$ cat src/cebf_pkg.sv
// Package for the comparator event and blanking filter block
package cebf_pkg;
  // Register byte addresses on the APB bus
  localparam logic [11:0] ADDR_CTRL = 12'h000;
  localparam logic [11:0] ADDR_MSRC = 12'h004;
  localparam logic [11:0] ADDR_MGATE = 12'h008;
  localparam logic [11:0] ADDR_FILT = 12'h00C;
  localparam logic [11:0] ADDR_ISTAT = 12'h010;
  localparam logic [11:0] ADDR_IMASK = 12'h014;
  // Control register fields
  localparam int CTRL_ENABLE = 15;
  localparam int CTRL_OE = 14;
  localparam int CTRL_INV = 13;
  localparam int CTRL_EVT = 9;
  localparam int CTRL_OUT = 8;
  localparam int CTRL_EDGE_LO = 6;
  localparam int CTRL_PLUS = 4;
  localparam int CTRL_MINUS_LO = 0;
  localparam logic [15:0] CTRL_WMASK = 16'hE0D3;
  localparam logic [15:0] MSRC_WMASK = 16'h0FFF;
  localparam logic [15:0] MGATE_WMASK = 16'hBFFF;
  localparam logic [15:0] FILT_WMASK = 16'h007F;
  localparam logic [15:0] REG_RESET = 16'h0000;
  // Gate control fields
  localparam int MG_LEVEL = 15;
  localparam int MG_OR_LO = 8;
  localparam int MG_NAND = 7;
  localparam int MG_PAND = 6;
  localparam int MG_AND_LO = 0;
  // Filter fields
  localparam int FT_SRC_LO = 4;
  localparam int FT_EN = 3;
  localparam int FT_DIV_LO = 0;
  localparam int FILT_COUNT_W = 7;
  localparam logic [2:0] FILT_SAMPLES = 3'h3;
  // Event edge codes
  localparam logic [1:0] EDGE_OFF = 2'h0;
  localparam logic [1:0] EDGE_RISE = 2'h1;
  localparam logic [1:0] EDGE_FALL = 2'h2;
  localparam logic [1:0] EDGE_ANY = 2'h3;
  // Filter clock source codes
  localparam logic [2:0] FSRC_PCLK = 3'h0;
  localparam logic [2:0] FSRC_OSC = 3'h1;
  localparam logic [2:0] FSRC_SYNC = 3'h2;
  localparam logic [2:0] FSRC_T2 = 3'h4;
  // Input mux codes and source group bounds
  localparam logic [1:0] MINUS_PIN = 2'h0;
  localparam logic [3:0] MSRC_PWM_MAX = 4'h5;
  localparam logic [3:0] MSRC_TRIG = 4'hC;
  localparam logic [3:0] MSRC_FAULT_INPUT_2 = 4'hE;
  localparam logic [3:0] MSRC_FAULT_INPUT_4 = 4'hF;
  // Per-package availability of analog sources (bit per source)
  typedef struct packed {
    logic plus_pin;
    logic vref;
    logic minus_pin;
    logic oa1;
    logic oa2;
    logic oa3;
  } cebf_avail_t;
  // Blanking source bundle from PWM, trigger and fault logic
  typedef struct packed {
    logic [5:0] pwm;
    logic trig18;
    logic trig19;
    logic fault2;
    logic fault4;
  } cebf_mask_src_t;
  // Filter clock enable ticks from the rest of the chip
  typedef struct packed {
    logic osc;
    logic sync1;
    logic [3:0] timer;
  } cebf_ticks_t;
  // Analog mux selects toward the comparator core
  typedef struct packed {
    logic plus_sel;
    logic [1:0] minus_sel;
    logic plus_gnd;
    logic minus_gnd;
  } cebf_mux_t;
endpackage

$ cat src/cebf_block.sv
// Comparator four digital conditioning with APB registers
//
// The placing of the registers and the APB interface to the registers were decided locally.
`timescale 1ns/10ps
// Summary of operation
// - Plus select: set picks reference, clear pin
// - Minus select codes pick pin or opamp
// - Missing source on package reads as ground
// - Mask source codes pick PWM, trigger, fault
// - AND gate A true and inverted enables
// - B and C enables; OR gate likewise
// - Filter clock source select codes
// - Filter divider selects power-of-two ratio
// - Event flag sets, blocks events until cleared
// - Edge select: any, falling, rising, off
// - Invert bit inverts result everywhere
// - Pin driven only while output enable set
module cebf_block (
  input wire logic pclk,
  input wire logic presetn,
  input wire logic psel,
  input wire logic penable,
  input wire logic pwrite,
  input wire logic [11:0] paddr,
  input wire logic [31:0] pwdata,
  output logic [31:0] prdata,
  output logic pready,
  output logic pslverr,
  input wire logic compare_raw,
  input wire cebf_pkg::cebf_avail_t avail,
  input wire cebf_pkg::cebf_mask_src_t mask_src,
  input wire cebf_pkg::cebf_ticks_t ticks,
  output cebf_pkg::cebf_mux_t mux,
  output logic comparator_output_pin,
  output logic comparator_output_pin_oe_n,
  output logic compare_result,
  output logic event_trigger,
  output logic irq
);
  import cebf_pkg::*;

  logic [15:0] ctrl, next_ctrl;
  logic [15:0] msrc, next_msrc;
  logic [15:0] mgate, next_mgate;
  logic [15:0] filt, next_filt;
  logic [1:0] istat, next_istat;
  logic [1:0] imask, next_imask;
  logic [2:0] sync_q, next_sync_q;
  logic [FILT_COUNT_W-1:0] div_cnt, next_div_cnt;
  logic [2:0] filt_hist, next_filt_hist;
  logic filt_out, next_filt_out;
  logic result_q, next_result_q;
  logic evt_pulse, next_evt_pulse;
  logic wr_en, rd_en, addr_ok;
  logic [15:0] wd;
  logic cmp_sync, blanked, adj, src_tick, div_tick, filtered;
  logic mask_a, mask_b, mask_c, and_out, or_out, gate_out;
  logic edge_hit;

  // Picks one blanking source by its four-bit code
  function automatic logic pick_mask(input logic [3:0] code,
                                     input cebf_mask_src_t s);
    logic v;
    v = 1'b0;
    if (code <= MSRC_PWM_MAX) begin
      v = s.pwm[code[2:0]];
    end else begin
      case (code)
        MSRC_TRIG: v = s.trig18;
        MSRC_TRIG + 4'h1: v = s.trig19;
        MSRC_FAULT_INPUT_2: v = s.fault2;
        MSRC_FAULT_INPUT_4: v = s.fault4;
        default: v = 1'b0; // Reserved codes blank nothing
      endcase
    end
    return v;
  endfunction

  // APB decode; zero wait state, so pready is constant high
  assign wr_en = psel && penable && pwrite;
  assign rd_en = psel && !penable && !pwrite;
  assign wd = pwdata[15:0];
  assign addr_ok = (paddr == ADDR_CTRL) || (paddr == ADDR_MSRC) ||
    (paddr == ADDR_MGATE) || (paddr == ADDR_FILT) ||
    (paddr == ADDR_ISTAT) || (paddr == ADDR_IMASK);
  assign pready = 1'b1;
  assign pslverr = psel && penable && !addr_ok;

  // Analog mux selects, grounded when a source is absent
  always_comb begin
    mux.plus_sel = ctrl[CTRL_PLUS];
    mux.minus_sel = ctrl[CTRL_MINUS_LO +: 2];
    mux.plus_gnd = ctrl[CTRL_PLUS] ? !avail.vref : !avail.plus_pin;
    case (ctrl[CTRL_MINUS_LO +: 2])
      MINUS_PIN: mux.minus_gnd = !avail.minus_pin;
      2'h1: mux.minus_gnd = !avail.oa1;
      2'h2: mux.minus_gnd = !avail.oa2;
      default: mux.minus_gnd = !avail.oa3;
    endcase
  end

  // Blanking gates; the level select says which level is masked
  always_comb begin
    mask_a = pick_mask(msrc[3:0], mask_src);
    mask_b = pick_mask(msrc[7:4], mask_src);
    mask_c = pick_mask(msrc[11:8], mask_src);
    // Unused AND inputs count as one so they do not block the gate
    and_out = (mask_a | !mgate[MG_AND_LO + 1]) &
      (!mask_a | !mgate[MG_AND_LO]) &
      (mask_b | !mgate[MG_AND_LO + 3]) &
      (!mask_b | !mgate[MG_AND_LO + 2]) &
      (mask_c | !mgate[MG_AND_LO + 5]) &
      (!mask_c | !mgate[MG_AND_LO + 4]);
    // An AND with no input enabled reads as zero, so it blanks only through the NAND enable
    if (mgate[5:0] == 6'h00) begin
      and_out = 1'b0;
    end
    or_out = (mask_a & mgate[MG_OR_LO + 1]) | (!mask_a & mgate[MG_OR_LO]) |
      (mask_b & mgate[MG_OR_LO + 3]) | (!mask_b & mgate[MG_OR_LO + 2]) |
      (mask_c & mgate[MG_OR_LO + 5]) | (!mask_c & mgate[MG_OR_LO + 4]);
    gate_out = or_out | (and_out & mgate[MG_PAND]) |
      (!and_out & mgate[MG_NAND]);
    // Blanking holds the output at the level set by MG_LEVEL
    if (gate_out) begin
      blanked = mgate[MG_LEVEL];
    end else begin
      blanked = cmp_sync;
    end
  end

  // Filter clock source and power-of-two divider tick
  always_comb begin
    case (filt[FT_SRC_LO +: 3])
      FSRC_PCLK: src_tick = 1'b1;
      FSRC_OSC: src_tick = ticks.osc;
      FSRC_SYNC: src_tick = ticks.sync1;
      3'h4, 3'h5, 3'h6, 3'h7: src_tick = ticks.timer[filt[FT_SRC_LO +: 2]];
      default: src_tick = 1'b0; // Reserved source stalls the filter
    endcase
    next_div_cnt = div_cnt;
    div_tick = 1'b0;
    if (src_tick) begin
      next_div_cnt = div_cnt + FILT_COUNT_W'(1);
      // Ratio is 2**code, so code 6 gives 1:64 and code 3 gives 1:8
      div_tick = ((div_cnt + FILT_COUNT_W'(1)) &
        ((FILT_COUNT_W'(1) << filt[FT_DIV_LO +: 3]) - FILT_COUNT_W'(1)))
        == '0;
    end
  end

  // Three equal samples in a row on filter ticks move the output
  always_comb begin
    next_filt_hist = filt_hist;
    next_filt_out = filt_out;
    if (div_tick) begin
      next_filt_hist = {filt_hist[1:0], blanked};
      if (filt_hist[1:0] == {2{blanked}}) begin
        next_filt_out = blanked;
      end
    end
    filtered = filt[FT_EN] ? filt_out : blanked;
    adj = ctrl[CTRL_ENABLE] & (filtered ^ ctrl[CTRL_INV]);
    next_result_q = adj;
  end

  // Edge detect on the polarity-adjusted result
  always_comb begin
    case (ctrl[CTRL_EDGE_LO +: 2])
      EDGE_RISE: edge_hit = adj && !result_q;
      EDGE_FALL: edge_hit = !adj && result_q;
      EDGE_ANY: edge_hit = adj != result_q;
      default: edge_hit = 1'b0;
    endcase
    // A set flag locks out further triggers and the event interrupt bit
    next_evt_pulse = edge_hit && !ctrl[CTRL_EVT];
  end

  // Register writes; hardware set of the event flag beats a clear
  always_comb begin
    next_ctrl = ctrl;
    next_msrc = msrc;
    next_mgate = mgate;
    next_filt = filt;
    next_imask = imask;
    next_istat = istat;
    if (wr_en) begin
      case (paddr)
        ADDR_CTRL: next_ctrl = (wd & CTRL_WMASK) | (ctrl & ~CTRL_WMASK);
        ADDR_MSRC: next_msrc = wd & MSRC_WMASK;
        ADDR_MGATE: next_mgate = wd & MGATE_WMASK;
        ADDR_FILT: next_filt = wd & FILT_WMASK;
        ADDR_ISTAT: next_istat = istat & ~wd[1:0];
        ADDR_IMASK: next_imask = wd[1:0];
        default: next_imask = imask;
      endcase
    end
    if (wr_en && paddr == ADDR_CTRL) begin
      next_ctrl[CTRL_EVT] = wd[CTRL_EVT];
    end
    next_ctrl[CTRL_OUT] = adj;
    if (next_evt_pulse) begin
      next_ctrl[CTRL_EVT] = 1'b1;
      next_istat[0] = 1'b1;
    end
    if (adj != result_q) begin
      next_istat[1] = 1'b1;
    end
    next_sync_q = {sync_q[1:0], compare_raw};
  end

  // All state registers
  always_ff @(posedge pclk or negedge presetn) begin
    if (!presetn) begin
      ctrl <= REG_RESET;
      msrc <= REG_RESET;
      mgate <= REG_RESET;
      filt <= REG_RESET;
      istat <= 2'h0;
      imask <= 2'h0;
      sync_q <= 3'h0;
      cmp_sync <= 1'b0;
      div_cnt <= '0;
      filt_hist <= 3'h0;
      filt_out <= 1'b0;
      result_q <= 1'b0;
      evt_pulse <= 1'b0;
      prdata <= 32'h0000_0000;
    end else begin
      ctrl <= next_ctrl;
      msrc <= next_msrc;
      mgate <= next_mgate;
      filt <= next_filt;
      istat <= next_istat;
      imask <= next_imask;
      sync_q <= next_sync_q;
      // Change counts only once stages two and three agree
      if (sync_q[1] == sync_q[2]) begin
        cmp_sync <= sync_q[2];
      end
      div_cnt <= next_div_cnt;
      filt_hist <= next_filt_hist;
      filt_out <= next_filt_out;
      result_q <= next_result_q;
      evt_pulse <= next_evt_pulse;
      if (rd_en) begin
        case (paddr)
          ADDR_CTRL: prdata <= {16'h0000, ctrl};
          ADDR_MSRC: prdata <= {16'h0000, msrc};
          ADDR_MGATE: prdata <= {16'h0000, mgate};
          ADDR_FILT: prdata <= {16'h0000, filt};
          ADDR_ISTAT: prdata <= {30'h0, istat};
          ADDR_IMASK: prdata <= {30'h0, imask};
          default: prdata <= 32'h0000_0000;
        endcase
      end
    end
  end

  // Outputs toward the pin and the rest of the chip
  assign compare_result = ctrl[CTRL_OUT];
  assign comparator_output_pin = ctrl[CTRL_OUT];
  assign comparator_output_pin_oe_n = !ctrl[CTRL_OE];
  assign event_trigger = evt_pulse;
  assign irq = |(istat & imask);
endmodule

$ cat config.mk
export PLATFORM = sky130hd
export DESIGN_NAME = cebf_block
export DESIGN_NICKNAME = d
export VERILOG_FILES = /design/src/cebf_pkg.sv /design/src/cebf_block.sv
export SDC_FILE = /design/constraint.sdc
export NUM_CORES = 1
export LEC_CHECK = 0
export ABC_AREA = 1
export BUFFER_PORTS_ARGS = -buffer_cell sky130_fd_sc_hd__buf_4
export CAP_MARGIN = 15
export CORE_MARGIN = 2
export CORE_UTILIZATION = 58
export DETAILED_ROUTE_END_ITERATION = 10
export GPL_TIMING_DRIVEN = 0
export PLACE_DENSITY = 0.86
export RECOVER_POWER = 25
export SETUP_SLACK_MARGIN = 0.05
export SYNTH_ARGS = -nofsm -noshare
export SYNTH_HDL_FRONTEND = slang
export SYNTH_SLANG_ARGS = --single-unit
$ cat constraint.sdc
create_clock -name pclk -period 5 [get_ports pclk]
set_input_delay 0.75 -clock pclk [delete_from_list [all_inputs] [get_ports pclk]]
set_output_delay 0.75 -clock pclk [all_outputs]
set_load 0.05 [all_outputs]
Word level (Yosys, flattened, before mapping)
Index checks and enable logic that the tools add are counted.
{"block": "totals", "ff_bits": 101, "inputBits": 72, "output_inout_bits": 44, "wordCells": 180}
{"block": "classes", "n_addsub": 2, "magnitude_cmp": 7, "eq_ne": 31, "shifts": 1, "n_mux": 31, "n_bitwise": 33, "reduce_logical": 59}
{"op": "case mux 16 bit (6 select lines)", "count": 1}
{"op": "equality test 4 bit, second input constant", "count": 12}
{"op": "equality test 12 x 4 -> 1 bit, second input constant", "count": 2}
{"op": "equality test 12 x 5 -> 1 bit, second input constant", "count": 2}
{"op": "zero test 1 bit", "count": 23}
{"op": "two-way mux 10 bit", "count": 2}
{"op": "AND reduction 2 bit", "count": 9}
{"op": "two-way mux 1 bit", "count": 16}
{"op": "OR 16 x 13 -> 16 bit", "count": 1}
{"op": "case mux 1 bit (4 select lines)", "count": 4}
{"op": "AND 1 bit", "count": 14}
{"op": "OR 1 bit", "count": 13}
{"op": "equality test 12 x 3 -> 1 bit, second input constant", "count": 1}
{"op": "equality test 3 bit, second input constant", "count": 4}
{"op": "<= comparator 4 x 3 -> 1 bit, second input constant", "count": 3}
{"op": "zero test 12 bit", "count": 1}
{"op": "< comparator 3 x 4 -> 1 bit, second input constant", "count": 3}
{"op": "binary-select mux 1 bit (select 3 bit)", "count": 3}
{"op": "logical AND 1 bit", "count": 9}
{"op": "nonzero test 2 bit", "count": 4}
{"op": "adder 7 x 1 -> 7 bit, second input constant", "count": 1}
{"op": "AND 7 bit", "count": 1}
{"op": "zero test 7 bit", "count": 1}
{"op": "left shift 1 x 3 -> 7 bit, first input constant", "count": 1}
{"op": "other kinds (22)", "count": 33}

Logic depth before layout (Yosys ltp)
Gate-level depths: netlist of the first run.
{"block": "depth", "depth_word": 24, "depth_mapped": 25, "ltp_nobuf": 25}

Worst setup path after synthesis of the first run
OpenSTA, ideal clock, no wires.
{"block": "synth_timing", "path_type": "input -> output", "startpoint": "input paddr[1]", "endpoint": "output pslverr", "t_arrival_ps": 2108, "t_required_ps": 4250, "slack_ps": 2142, "path_stages": 4, "path_buffers": 0, "path_cell_list": "nor2_1 nand3_2 a221oi_1 nor3_1"}
{"block": "synth_via", "elab_chain_cells": 8, "elab_cells_between_ends": 13, "classes_between": "5 x eq/ne; 8 x reduce/logical"}
{"item": "start, declared", "line": "cebf_block.sv:24", "rtl": "input wire logic [11:0] paddr,"}
{"item": "equality test 12 x 3 -> 1 bit / zero test 12 bit (equally long branches)", "line": "cebf_block.sv:83", "rtl": "assign addr_ok = (paddr == ADDR_CTRL) || (paddr == ADDR_MSRC) ||"}
{"item": "logical OR 1 bit (2 in a row)", "line": "cebf_block.sv:83"}
{"item": "logical OR 1 bit (2 in a row)", "line": "cebf_block.sv:84", "rtl": "(paddr == ADDR_MGATE) || (paddr == ADDR_FILT) ||"}
{"item": "logical OR 1 bit *", "line": "cebf_block.sv:85", "rtl": "(paddr == ADDR_ISTAT) || (paddr == ADDR_IMASK);"}
{"item": "zero test 1 bit *", "line": "cebf_block.sv:87", "rtl": "assign pslverr = psel && penable && !addr_ok;"}
{"item": "logical AND 1 bit *", "line": "cebf_block.sv:87"}
{"item": "end, declared", "line": "cebf_block.sv:28", "rtl": "output logic pslverr,"}
Every way passes the cells marked *; elsewhere a longest branch is shown, timed or not.

Worst setup path in the final report of the first run
{"block": "layout_timing", "startpoint": "register msrc[9]", "endpoint": "register istat[0]"}
{"block": "layout_via", "elab_chain_cells": 20, "elab_cells_between_ends": 38, "classes_between": "1 x order compare; 5 x eq/ne; 9 x mux; 14 x bitwise; 9 x reduce/logical"}
{"item": "start, declared", "line": "cebf_block.sv:43", "rtl": "logic [15:0] msrc, next_msrc;"}
{"item": "start signal, assigned", "line": "cebf_block.sv:230", "rtl": "msrc <= next_msrc;"}
{"item": "equality test 4 bit / binary-select mux 1 bit (select 3 bit) (equally long branches)", "line": "cebf_block.sv:68, cebf_block.sv:66"}
{"item": "case mux 1 bit (4 select lines) / two-way mux 1 bit (equally long branches)", "line": "cebf_block.sv:68, cebf_block.sv:66"}
{"item": "two-way mux 1 bit *", "line": "cebf_block.sv:65", "rtl": "if (code <= MSRC_PWM_MAX) begin"}
{"item": "OR 1 bit / zero test 1 bit (equally long branches)", "line": "cebf_block.sv:112, cebf_block.sv:113, cebf_block.sv:120"}
{"item": "AND 1 bit / OR 1 bit (equally long branches)", "line": "cebf_block.sv:111, cebf_block.sv:113"}
{"item": "AND 1 bit", "line": "cebf_block.sv:112", "rtl": "(mask_c | !mgate[MG_AND_LO + 5]) &"}
{"item": "two-way mux 1 bit", "line": "cebf_block.sv:115", "rtl": "if (mgate[5:0] == 6'h00) begin"}
{"item": "AND 1 bit / zero test 1 bit (equally long branches)", "line": "cebf_block.sv:121, cebf_block.sv:122"}
{"item": "[6 not listed]"}
{"item": "named net adj", "line": "cebf_block.sv:56", "rtl": "logic cmp_sync, blanked, adj, src_tick, div_tick, filtered;"}
{"item": "zero test 1 bit", "line": "cebf_block.sv:170", "rtl": "EDGE_FALL: edge_hit = !adj && result_q;"}
{"item": "logical AND 1 bit", "line": "cebf_block.sv:170"}
{"item": "case mux 1 bit (3 select lines) *", "line": "cebf_block.sv:168", "rtl": "case (ctrl[CTRL_EDGE_LO +: 2])"}
{"item": "logical AND 1 bit *", "line": "cebf_block.sv:175", "rtl": "next_evt_pulse = edge_hit && !ctrl[CTRL_EVT];"}
{"item": "named net next_evt_pulse", "line": "cebf_block.sv:53", "rtl": "logic evt_pulse, next_evt_pulse;"}
{"item": "nonzero test 2 bit (no source line)"}
{"item": "AND reduction 2 bit (no source line)"}
{"item": "end signal, assigned", "line": "cebf_block.sv:233", "rtl": "istat <= next_istat;"}
{"item": "end, declared", "line": "cebf_block.sv:46", "rtl": "logic [1:0] istat, next_istat;"}
Mark *: on every way through the listed nets, which the timed path passes. The rest lies on a longest branch. The select of a mux whose other input is x is not followed.
A chain may end at the register's enable or synchronous reset.

==> results.tsv, run 1 <==
metric	value	unit
cts.clk_slew.worst_paths	0.08	ns
layout_min_cycle_time	3.24	ns
cts_setup_buffers	0	
rsz0062_at_grt	no	
htreeDepth	3	
dieArea	0.00853	mm2
drt_iter0_markers	349	
area_delta_synth_final	22.7	%
cp_slowest_stage_delay	0.38	ns
yosys_warnings	0	
path_buf_inv	1	
vias	4368	
power.leakage	2.72	nW
start_util	59.2	%
critPathMaxFanout	8	
tns	0	ns
multi_input_area	0.00211	mm2
die_x	92.4	um
crit_required	5.28	ns
clk_path_buf_depth	2	
syn_area_per_cell	7.86	um2
fin_crit_sh	64.8	%
synth-seq-cells	79	
clock_sinks	79	
slew_headroom	-32.1	%
status	finished with violations	
dp_hpwl	9.23	mm
total_power	0.00143	W
startpoint_type	flop	
first_global_vias	4254	
drt_pass1_iterations	5	
viasPerCell	5.52	
fmax	309	MHz
antenna_left	0	
wirelength	12.1	mm
fin_ws	1.76	ns
cts_tree	yes	
critPathSlowestCell	dfrtp_1	
cts_resized	0	
holdBufCountCts	0	
grt_pass1_wl	20.0	mm
grt_overflow	0	
crit_family	simple AND/OR/NAND/NOR gates	
setup_viol	0	
grt_use_total	30.1	%
synth_area	0.00453	mm2
drc	0	
endpoint_kind	flop	
crit_path_frequent_cell	nand2_1	
crit_type	reg -> reg	
rows	32	
gp_congestion	0.897	
io_pins	116	
postLayoutCellArea	0.00556	mm2
final_max_slew_viol_count	80	
hold_violations	0	
portBuffers	82	
clk_latency	0.36	ns
core	0.00765	mm2
synth_cells	576	
cap_violations	1	
grt_antenna_before_repair	0	
hold_class	reg -> reg	
finalClockSkew	0.00720	ns
layout-drive-gt1-share	24.4	%
yosysUniqueCellTypes	44	
grt_max_degree	80	
n_fill_cell	614	
path_cells	buf_2, nor2_2, nand2_1, nand2_1, nor2_1, nor2_4, nand2_1, nand2_1, nand3_1, nor2_2, nand3_2, nand2_2, nand3_2, nand3_2, nand2_1, nor2_1, ha_1, a21oi_1, o21ai_0, a21oi_1, o21bai_1	
ys_seq_area_share	43.6	%
timing.hold.ws	0.353	ns
vdd_ir_drop_max	214	uV
place_ws	1.54	ns
seq_area	0.00198	mm2
numCtsBuffers	9	
power.density	258	mW/mm2
violations	capacitance limit, slew limit	
root_buffer	clkbuf_8	
wl_per_cell	15.3	um
layout.nets	760	
tightestPinTransition	1.98	ns
placed_cell_area	0.00533	mm2
die_h	92.4	um
crit_arrival	3.52	ns
antenna_cells	0	
layout make-up:
class                           count  share of cell area (%)
Timing Repair Buffer               82                    11.0
Inverter                           71                    4.80
Buffer                             33                    4.26
Clock inverter                      5                    1.42
Multi-Input combinational cell    408                    37.9
Tap cell                          102                    2.30
Clock buffer                       11                    2.72
Sequential cell                    79                    35.6
logic make-up (layout without fill, tap and decap cells):
logic type	Yosys count	count (layout)	share of synthesized area, %
other	2	17	0.166
adder cells (fa/ha/maj)	5	5	1.33
AO/OA/AOI/OAI	110	110	14.2
multiplexers	1	1	0.221
AND/OR/NAND/NOR	269	269	28.1
XOR/XNOR	6	6	1.16
buffers and inverters	104	202	11.1
flip-flops	79	79	43.6
cell usage in the layout (no fill, tap or decap), types with 7 or more instances in the layout:
cell type,n
nand3_1,38
inv_2,7
nand2_1,160
o22ai_1,10
nor2_1,25
inv_1,64
dfrtp_1,79
conb_1,17
buf_4,101
a21oi_1,13
clkbuf_8,11
o21ai_1,42
o21ai_0,21
a221oi_1,7
nor3_1,7
where the power goes:
| group | leakage [nW] | switching [W] | total, W | internal (W) |
|---|---|---|---|---|
| clock | 0.120 | 0.000240 | 0.000548 | 0.000309 |
| sequential | 1.06 | 0.0000248 | 0.000692 | 0.000667 |
| combinational | 1.55 | 0.000123 | 0.000195 | 0.0000716 |
registers in the layout, summed over array words and instances, names as in the netlist:
signal,cells
prdata,16
mgate,15
msrc,12
ctrl,10
div_cnt,7
filt,7
sync_q,3
filt_hist,2
imask,2
istat,2
cmp_sync,1
event_trigger,1
filt_out,1
metal layers:
metal  routed length (um)  up-vias  part of all wire (%)  track usage, %
met5                    0        -                     0               0
met4                  371        0                   3.1            13.8
met3                  870       38                   7.2            4.88
met2                 5830      198                    48            49.3
met1                 5010     2061                    41            39.4
li1                     -     2071                     -               -
cells in the mapped netlist, drive strengths merged:
library cell,instances,share of area [%]
o2111ai,1,0.19
o31ai,3,0.50
a221oi,7,1.4
a211oi,1,0.17
o21ai,68,7.9
a21oi,14,1.6
nor2,35,3.9
clkbuf,5,0.41
nand3b,1,0.17
o21bai,2,0.33
mux2i,1,0.22
nand3,44,5.9
xor2,6,1.2
a22oi,1,0.17
ha,4,1.1
inv,71,5.9
nor3,12,2.2
o22ai,10,1.4
conb,2,0.17
a31oi,1,0.14
maj3,1,0.22
and3,1,0.14
nor3b,1,0.17
nand4,4,0.55
buf,28,4.8
a32o,2,0.44
nand2,167,14
nor4,4,0.88
dfrtp,79,44
worst paths after layout:
check	startpoint	to	slack (ns)	cells after the start
setup / recovery	msrc[9]	istat[0]	1.76	21
setup reg to reg	msrc[9]	istat[0]	1.76	21
hold / removal	sync_q[0]	sync_q[1]	0.35	0
hold reg to reg	sync_q[0]	sync_q[1]	0.35	0
max in group asynchronous	presetn	prdata[2]	2.88	1
min in group asynchronous	presetn	ctrl[1]	0.92	1
metrics by stage:
| step | utilization [%] | instances |
|---|---|---|
| floorplan | - | 591 |
| global placement | 69.7 | 775 |
| detailed placement | 69.7 | 775 |
| CTS | 72.7 | 791 |
| global route | 72.7 | 791 |
| finish | 72.7 | 791 |
No activity file was read; power rests on OpenSTA's default activity.
==> run 2: changes to the inputs <==
--- a/config.mk
+++ b/config.mk
@@ -9,10 +9,10 @@
 export BUFFER_PORTS_ARGS = -buffer_cell sky130_fd_sc_hd__buf_4
 export CAP_MARGIN = 15
 export CORE_MARGIN = 2
-export CORE_UTILIZATION = 58
+export CORE_UTILIZATION = 48
 export DETAILED_ROUTE_END_ITERATION = 10
 export GPL_TIMING_DRIVEN = 0
-export PLACE_DENSITY = 0.86
+export PLACE_DENSITY = 0.76
 export RECOVER_POWER = 25
 export SETUP_SLACK_MARGIN = 0.05
 export SYNTH_ARGS = -nofsm -noshare
==> constraint.sdc (replaced) <==
create_clock -name pclk -period 2.7 [get_ports pclk]
set_input_delay 0.405 -clock pclk [delete_from_list [all_inputs] [get_ports pclk]]
set_output_delay 0.405 -clock pclk [all_outputs]
set_load 0.05 [all_outputs]
==> results.tsv, run 2 (synthesis gave the netlist of run 1 again) <==
metric	value	unit	change
clock_sinks	79		unchanged
crit_type	reg -> reg		
rows	35		+9.4%
largest_reg_flops	16		unchanged
grt_use_met2	43.8	%	-5.5 points
portBuffers	82		unchanged
status	finished with violations		
hold_violations	0		unchanged
clk_path_buf_depth	2		unchanged
antenna_left	0		unchanged
power.density	430	mW/mm2	+67%
tns	-0.925	ns	-0.925 ns
cts.clk_slew.worst_paths	0.09	ns	about the same
use_met1	32.3	%	-7.1 points
grt_max_degree	80		unchanged
top_register	prdata		
io_pins	116		unchanged
crit_required	2.99	ns	-2.29 ns
endpoint_kind	flop		
vias	4367		-0.023%
grt_overflow	0		unchanged
crit_family	simple AND/OR/NAND/NOR gates		
fin_crit_sh	112	%	+47 points
grt_util_met3	4.21	%	-0.67 points
antenna_cells	0		unchanged
power.leakage	2.78	nW	+1.9%
slew_headroom	-32.3	%	-0.19 points
n_fill_cell	833		+36%
crit_arrival	3.31	ns	-0.21 ns
cp_slowest_stage_delay	0.49	ns	+0.11 ns
start_util	49.3	%	-10 points
fmax	331	MHz	+7.2%
area_delta_synth_final	28.4	%	
vdd_ir_drop_max	236	uV	+10%
drt_iter0_markers	287		-18%
drt_pass1_iterations	5		unchanged
clock_power_share	34.2	%	-4.0 points
gp_congestion	0.894		-0.30%
core	0.00920	mm2	+20%
wirelength	12.7	mm	+4.7%
final_cell_mix	nand2_1 (151), buf_4 (111), dfrtp_1 (74), inv_1 (62), o21ai_1 (43)		
htreeDepth	3		unchanged
holdBufCountCts	0		unchanged
first_global_vias	4201		-1.2%
die_x	101	um	+9.5%
drc	0		unchanged
critPathMaxFanout	7		-1
layout.nets	772		+1.6%
die_h	101	um	+9.5%
grt_pass1_wl	19.9	mm	-0.38%
reg_top3	prdata (16), mgate (15), msrc (12)		
root_buffer	clkbuf_8		
grt.busiest_layer	met2		
power.internal	0.00174	W	+66%
p_switching	0.000761	W	+96%
setup_viol	3		+3
critPathSlowestCell	dfrtp_2		
dp_hpwl	9.42	mm	+2.1%
rsz0062_at_grt	yes		
grt_antenna_before_repair	0		unchanged
layout_min_cycle_time	3.02	ns	-0.218 ns
dieArea	0.0102	mm2	+20%
path_buf_inv	2		+1
cts_tree	yes		
hold_class	in -> reg		
combPwrFrac	14.7	%	+1.1 points
clk_latency	0.36	ns	about the same
wl_per_cell	15.6	um	+2.0%
multi_input_area	0.00229	mm2	+8.6%
netSwitchingFraction	30.4	%	+3.4 points
startpoint_type	flop		
timing.hold.ws	0.171	ns	-0.182 ns
grt_use_total	25.3	%	-4.8 points
layout-drive-gt1-share	30.7	%	+6.3 points
cap_violations	1		unchanged
final_max_slew_viol_count	80		unchanged
path_cells	inv_2, nand3_1, nand3_1, nor2_2, nor2_2, nand2_2, nand2_2, nand2_2, nor2_4, buf_6, nand3_4, nand4_1, nand3_4, nand3_2, nand2_2, nor2_4, ha_4, a21oi_2, o21ai_1, a21oi_2, o21bai_4		
violations	capacitance limit, slew limit, setup timing		
tightestPinTransition	1.98	ns	+0.00286 ns
fin_ws	-0.321	ns	-2.08 ns
seq_area	0.00198	mm2	+0.32%
viasPerCell	5.38		-2.6%
final_common_cell	nand2_1		
finalClockSkew	0.0148	ns	+0.00761 ns
power_frac_seq	51.1	%	+2.9 points
numCtsBuffers	9		unchanged
crit_path_frequent_cell	nand2_2		
## run 2: cell count changes in the layout (fill, tap and decap cells not counted), moves of 4 or more
cell,previous run,this run
buf_4,101,111
nand3_1,38,31
dfrtp_2,0,5
nor2_4,4,9
nand2_2,6,13
dfrtp_1,79,74
nand2_1,160,151
nor2_1,25,20
nand3_2,4,8
a21oi_1,13,9
## run 2: stage by stage
stage          area (um2)  power [W]  utilization [%]  std cells  setup WS, ns
2_1_floorplan        4590    0.00152                -        591         0.216
3_3_place_gp         5340    0.00165             58.1        784        -0.453
3_5_place_dp         5340    0.00166             58.1        784        -0.517
4_1_cts              5620    0.00250             61.1        806        -0.215
5_1_grt              5820    0.00261             63.3        812        -0.481
6_report             5820    0.00250             63.3        812        -0.321
## run 2: power by group through the flow
stage          Clock, W  Sequential, W  Combinational (W)
2_1_floorplan         0        0.00129           0.000222
3_3_place_gp          0        0.00130           0.000349
3_5_place_dp          0        0.00130           0.000356
4_1_cts        0.000858        0.00128           0.000361
5_1_grt        0.000912        0.00129           0.000409
6_report       0.000856        0.00128           0.000368
## run 2: final cells by class
type	instances	area share, %
plain buffers	33	4.07
clock inverters	6	0.860
clock buffers	10	2.37
inverters	71	4.71
flip-flops and latches	79	34.1
well taps	111	2.39
repair buffers	94	12.2
multi-input cells	408	39.3
## run 2: path summary, 6_finish.rpt
kind	startpoint	endpoint	slack [ns]	depth (start not counted)
min in group asynchronous	presetn	istat[0]	0.57	1
worst max-delay path	msrc[1]	istat[0]	-0.32	21
max in group asynchronous	presetn	msrc[4]	0.77	1
worst min-delay path	compare_raw	sync_q[0]	0.17	1
worst max register to register	msrc[1]	istat[0]	-0.32	21
worst min register to register	sync_q[0]	sync_q[1]	0.35	0
## run 2: routing by layer
metal	up-vias	share of wire [%]
met2	152	50
met5	-	0
met3	29	5.3
met4	0	2.7
met1	2093	42
li1	2093	-
## run 2: what timing repair did
action                     4_1_cts  5_1_grt
setup endpoints to repair        3        5
gates resized for setup         18       34
pin swaps                       10       23
buffers inserted                 6        6
## run 2: worst reg2reg max path, cell delays in order, from the launching register on
cell	delay [ns]
dfrtp_2	0.49
inv_2	0.10
nand3_1	0.08
nand3_1	0.10
nor2_2	0.05
nor2_2	0.16
nand2_2	0.08
nand2_2	0.06
nand2_2	0.07
nor2_4	0.14
buf_6	0.12
nand3_4	0.08
nand4_1	0.13
nand3_4	0.11
nand3_2	0.09
nand2_2	0.06
nor2_4	0.11
ha_4	0.22
a21oi_2	0.13
o21ai_1	0.08
a21oi_2	0.30
o21bai_4	0.18
==> run 3: changes to the inputs <==
--- a/config.mk
+++ b/config.mk
@@ -5,14 +5,15 @@
 export SDC_FILE = /design/constraint.sdc
 export NUM_CORES = 1
 export LEC_CHECK = 0
-export ABC_AREA = 1
+export ABC_AREA = 0
 export BUFFER_PORTS_ARGS = -buffer_cell sky130_fd_sc_hd__buf_4
 export CAP_MARGIN = 15
 export CORE_MARGIN = 2
 export CORE_UTILIZATION = 48
 export DETAILED_ROUTE_END_ITERATION = 10
+export GPL_ROUTABILITY_DRIVEN = 0
 export GPL_TIMING_DRIVEN = 0
-export PLACE_DENSITY = 0.76
+export PLACE_DENSITY = 0.77
 export RECOVER_POWER = 25
 export SETUP_SLACK_MARGIN = 0.05
 export SYNTH_ARGS = -nofsm -noshare
==> results.tsv, run 3 <==
metric	value	unit	change
first_global_vias	3431		-18%
dieArea	0.00996	mm2	-2.7%
numCtsBuffers	9		unchanged
grt_pass1_wl	16.8	mm	-16%
tns	-1.94	ns	-1.01 ns
yosys.area.top_type_share	44.9	%	+1.2 points
synth-seq-cells	79		unchanged
power.leakage	2.65	nW	-4.6%
yosys_warnings	0		unchanged
ys_seq_area_share	44.9	%	+1.2 points
synth.area.top_cells	dfrtp_1 (45%), mux2_2 (11%), mux2i_1 (6.1%)		
vdd_ir_drop_max	430	uV	+82%
cp_slowest_stage_delay	0.59	ns	+0.10 ns
htreeDepth	3		unchanged
status	finished with violations		
area_delta_synth_final	27.4	%	
reg_top3	prdata (16), mgate (15), msrc (12)		
endpoint_kind	flop		
tightestPinTransition	1.95	ns	-0.0360 ns
power.density	510	mW/mm2	+18%
rsz0062_at_grt	yes		
path_buf_inv	1		-1
synth_area	0.00440	mm2	-2.8%
min_path_cells	1		unchanged
finalClockSkew	0.0147	ns	-0.0000719 ns
crit_path_frequent_cell	mux2i_1		
cts.clk_slew.worst_paths	0.08	ns	about the same
dp_cells	622		-21%
cap_violations	1		unchanged
synth_common_cells	dfrtp_1 (79), mux2_2 (43), nand2_1 (39)		
rrSetupSlack	-0.59	ns	-0.26 ns
critPathLaunch	msrc[1]		
clock_sinks	79		unchanged
postLayoutCellArea	0.00561	mm2	-3.5%
rows	34		-2.9%
rr_startpoint	msrc[1]		
layout.nets	608		-21%
startpoint_type	flop		
synthArstFlopShare	100	%	unchanged
cp_num_cells	14		-33%
io_pins	116		unchanged
hold_violations	0		unchanged
yosysTopAreaCell	dfrtp_1		
yosysUniqueCellTypes	58		+32%
fin_ws	-0.585	ns	-0.264 ns
n_fill_cell	719		-14%
path_cells	buf_6, mux2i_1, nor3b_1, o32a_1, mux2i_1, nand3_1, or4_4, o21ai_4, or2_4, ha_4, mux2i_4, a21oi_2, nor2_2, a21o_1		
cts_tree	yes		
crit_arrival	3.59	ns	+0.28 ns
vias	3529		-19%
setup_viol	4		+1
clk_latency	0.36	ns	about the same
syn_area_per_cell	10.5	um2	+34%
slew_headroom	-29.9	%	+2.4 points
start_util	50.0	%	+0.76 points
hold_class	in -> reg		
total_power	0.00286	W	+14%
wl_per_cell	16.2	um	+4.0%
antenna_left	0		unchanged
reg2reg_depth	14		-33%
largest_reg_flops	16		unchanged
critPathMaxFanout	6		-1
grt_antenna_before_repair	0		unchanged
fmax	304	MHz	-8.0%
crit_required	3.00	ns	about the same
final_max_slew_viol_count	80		unchanged
synth_cells	418		-27%
final_cells	645		-21%
fin_crit_sh	122	%	+9.8 points
grt_overflow	0		unchanged
drt_iter0_markers	194		-32%
synth_ff_type	dfrtp_1		
violations	capacitance limit, slew limit, setup timing		
layout_min_cycle_time	3.29	ns	+0.264 ns
portBuffers	81		-1.2%
die_x	99.8	um	-1.3%
top_register	prdata		
min-delay-start	compare_raw		
grt_max_degree	80		unchanged
antenna_cells	0		unchanged
yosysMostFrequentCell	dfrtp_1		
timing.hold.ws	0.171	ns	+0.0000730 ns
wirelength	10.5	mm	-17%
viasPerCell	5.47		+1.7%
final_cell_mix	buf_4 (107), dfrtp_1 (78), mux2_2 (43), nand2_1 (39), mux2i_1 (24)		
drt_pass1_iterations	6		+1
core	0.00881	mm2	-4.2%
crit_family	simple AND/OR/NAND/NOR gates		
final_common_cell	buf_4		
die_h	99.8	um	-1.3%
clk_path_buf_depth	2		unchanged
crit_type	reg -> reg		
placed_cell_area	0.00520	mm2	-2.6%
root_buffer	clkbuf_8		
drc	0		unchanged
grt_use_total	21.4	%	-3.9 points
synth_edf_count	0		unchanged
critPathSlowestCell	or4_4		
layout-drive-gt1-share	36.9	%	+6.2 points
dp_hpwl	7.63	mm	-19%
run 3: changes by cell type after synthesis, sizes merged, moves of 5 or more:
| cell | change |
|---|---|
| o21ai | -48 |
| clkbuf | +10 |
| a22oi | +5 |
| inv | -57 |
| xnor2 | +8 |
| nand2b | +6 |
| nand3 | -33 |
| o22ai | -7 |
| nor3 | -5 |
| mux2 | +48 |
| nand2 | -128 |
| nor2 | -15 |
| a22o | +15 |
| mux2i | +26 |
run 3: kinds of logic (layout without fill, tap and decap cells):
family / count (synthesis) / in the layout / share of synthesized area (%)
adders and majority gates: 5 / 5 / 1.36
other: 2 / 17 / 0.171
xor gates and xnor gates: 10 / 10 / 1.99
and+or+nand+nor: 111 / 111 / 12.6
muxes: 76 / 76 / 18.9
AOI/OAI and AO/OA: 81 / 81 / 13.3
DFF: 79 / 79 / 44.9
buffers and inverters: 54 / 158 / 6.79
run 3: area by class of cell:
class	count	area, um2	area share (%)
inverters	14	52.6	0.936
well taps	108	135	2.41
flip-flops and latches	79	1980	35.2
plain buffers	39	243	4.32
repair buffers	89	669	11.9
clock inverters	7	120	2.14
clock buffers	9	124	2.21
multi-input cells	300	2290	40.8
run 3: metrics by stage:
step                      utilization, %  setup WS [ns]
after floorplan                        -         -0.246
after global placement              59.1         -0.708
after detailed placement            59.1         -0.813
after CTS                           62.9         -0.597
after global routing                63.7         -0.777
final                               63.7         -0.585
run 3: metal layers:
metal,share of wire (%),GRT usage [%]
met1,44,28.9
met2,48,35.2
met3,6.1,3.27
met4,1.6,7.59
met5,0,0
run 3: repair_timing:
action                                  in CTS  in global routing
buffers inserted                             6                  3
pin swaps                                   10                  9
gates resized for setup                      8                 12
endpoints found under the setup margin       4                  9
hold buffers                                 0                  0
endpoints found under the hold margin        0                  0
run 3: where the power goes:
part	internal, W	total, W	switching, W
registers	0.00123	0.00129	0.0000556
logic	0.000230	0.000513	0.000283
clock network	0.000617	0.00106	0.000443
run 3: path summary, 6_finish.rpt:
kind,endpoint
worst max register to register,istat[0]
max in group asynchronous,msrc[0]
worst max-delay path,istat[0]
worst min register to register,sync_q[1]
worst min-delay path,sync_q[0]
min in group asynchronous,div_cnt[3]
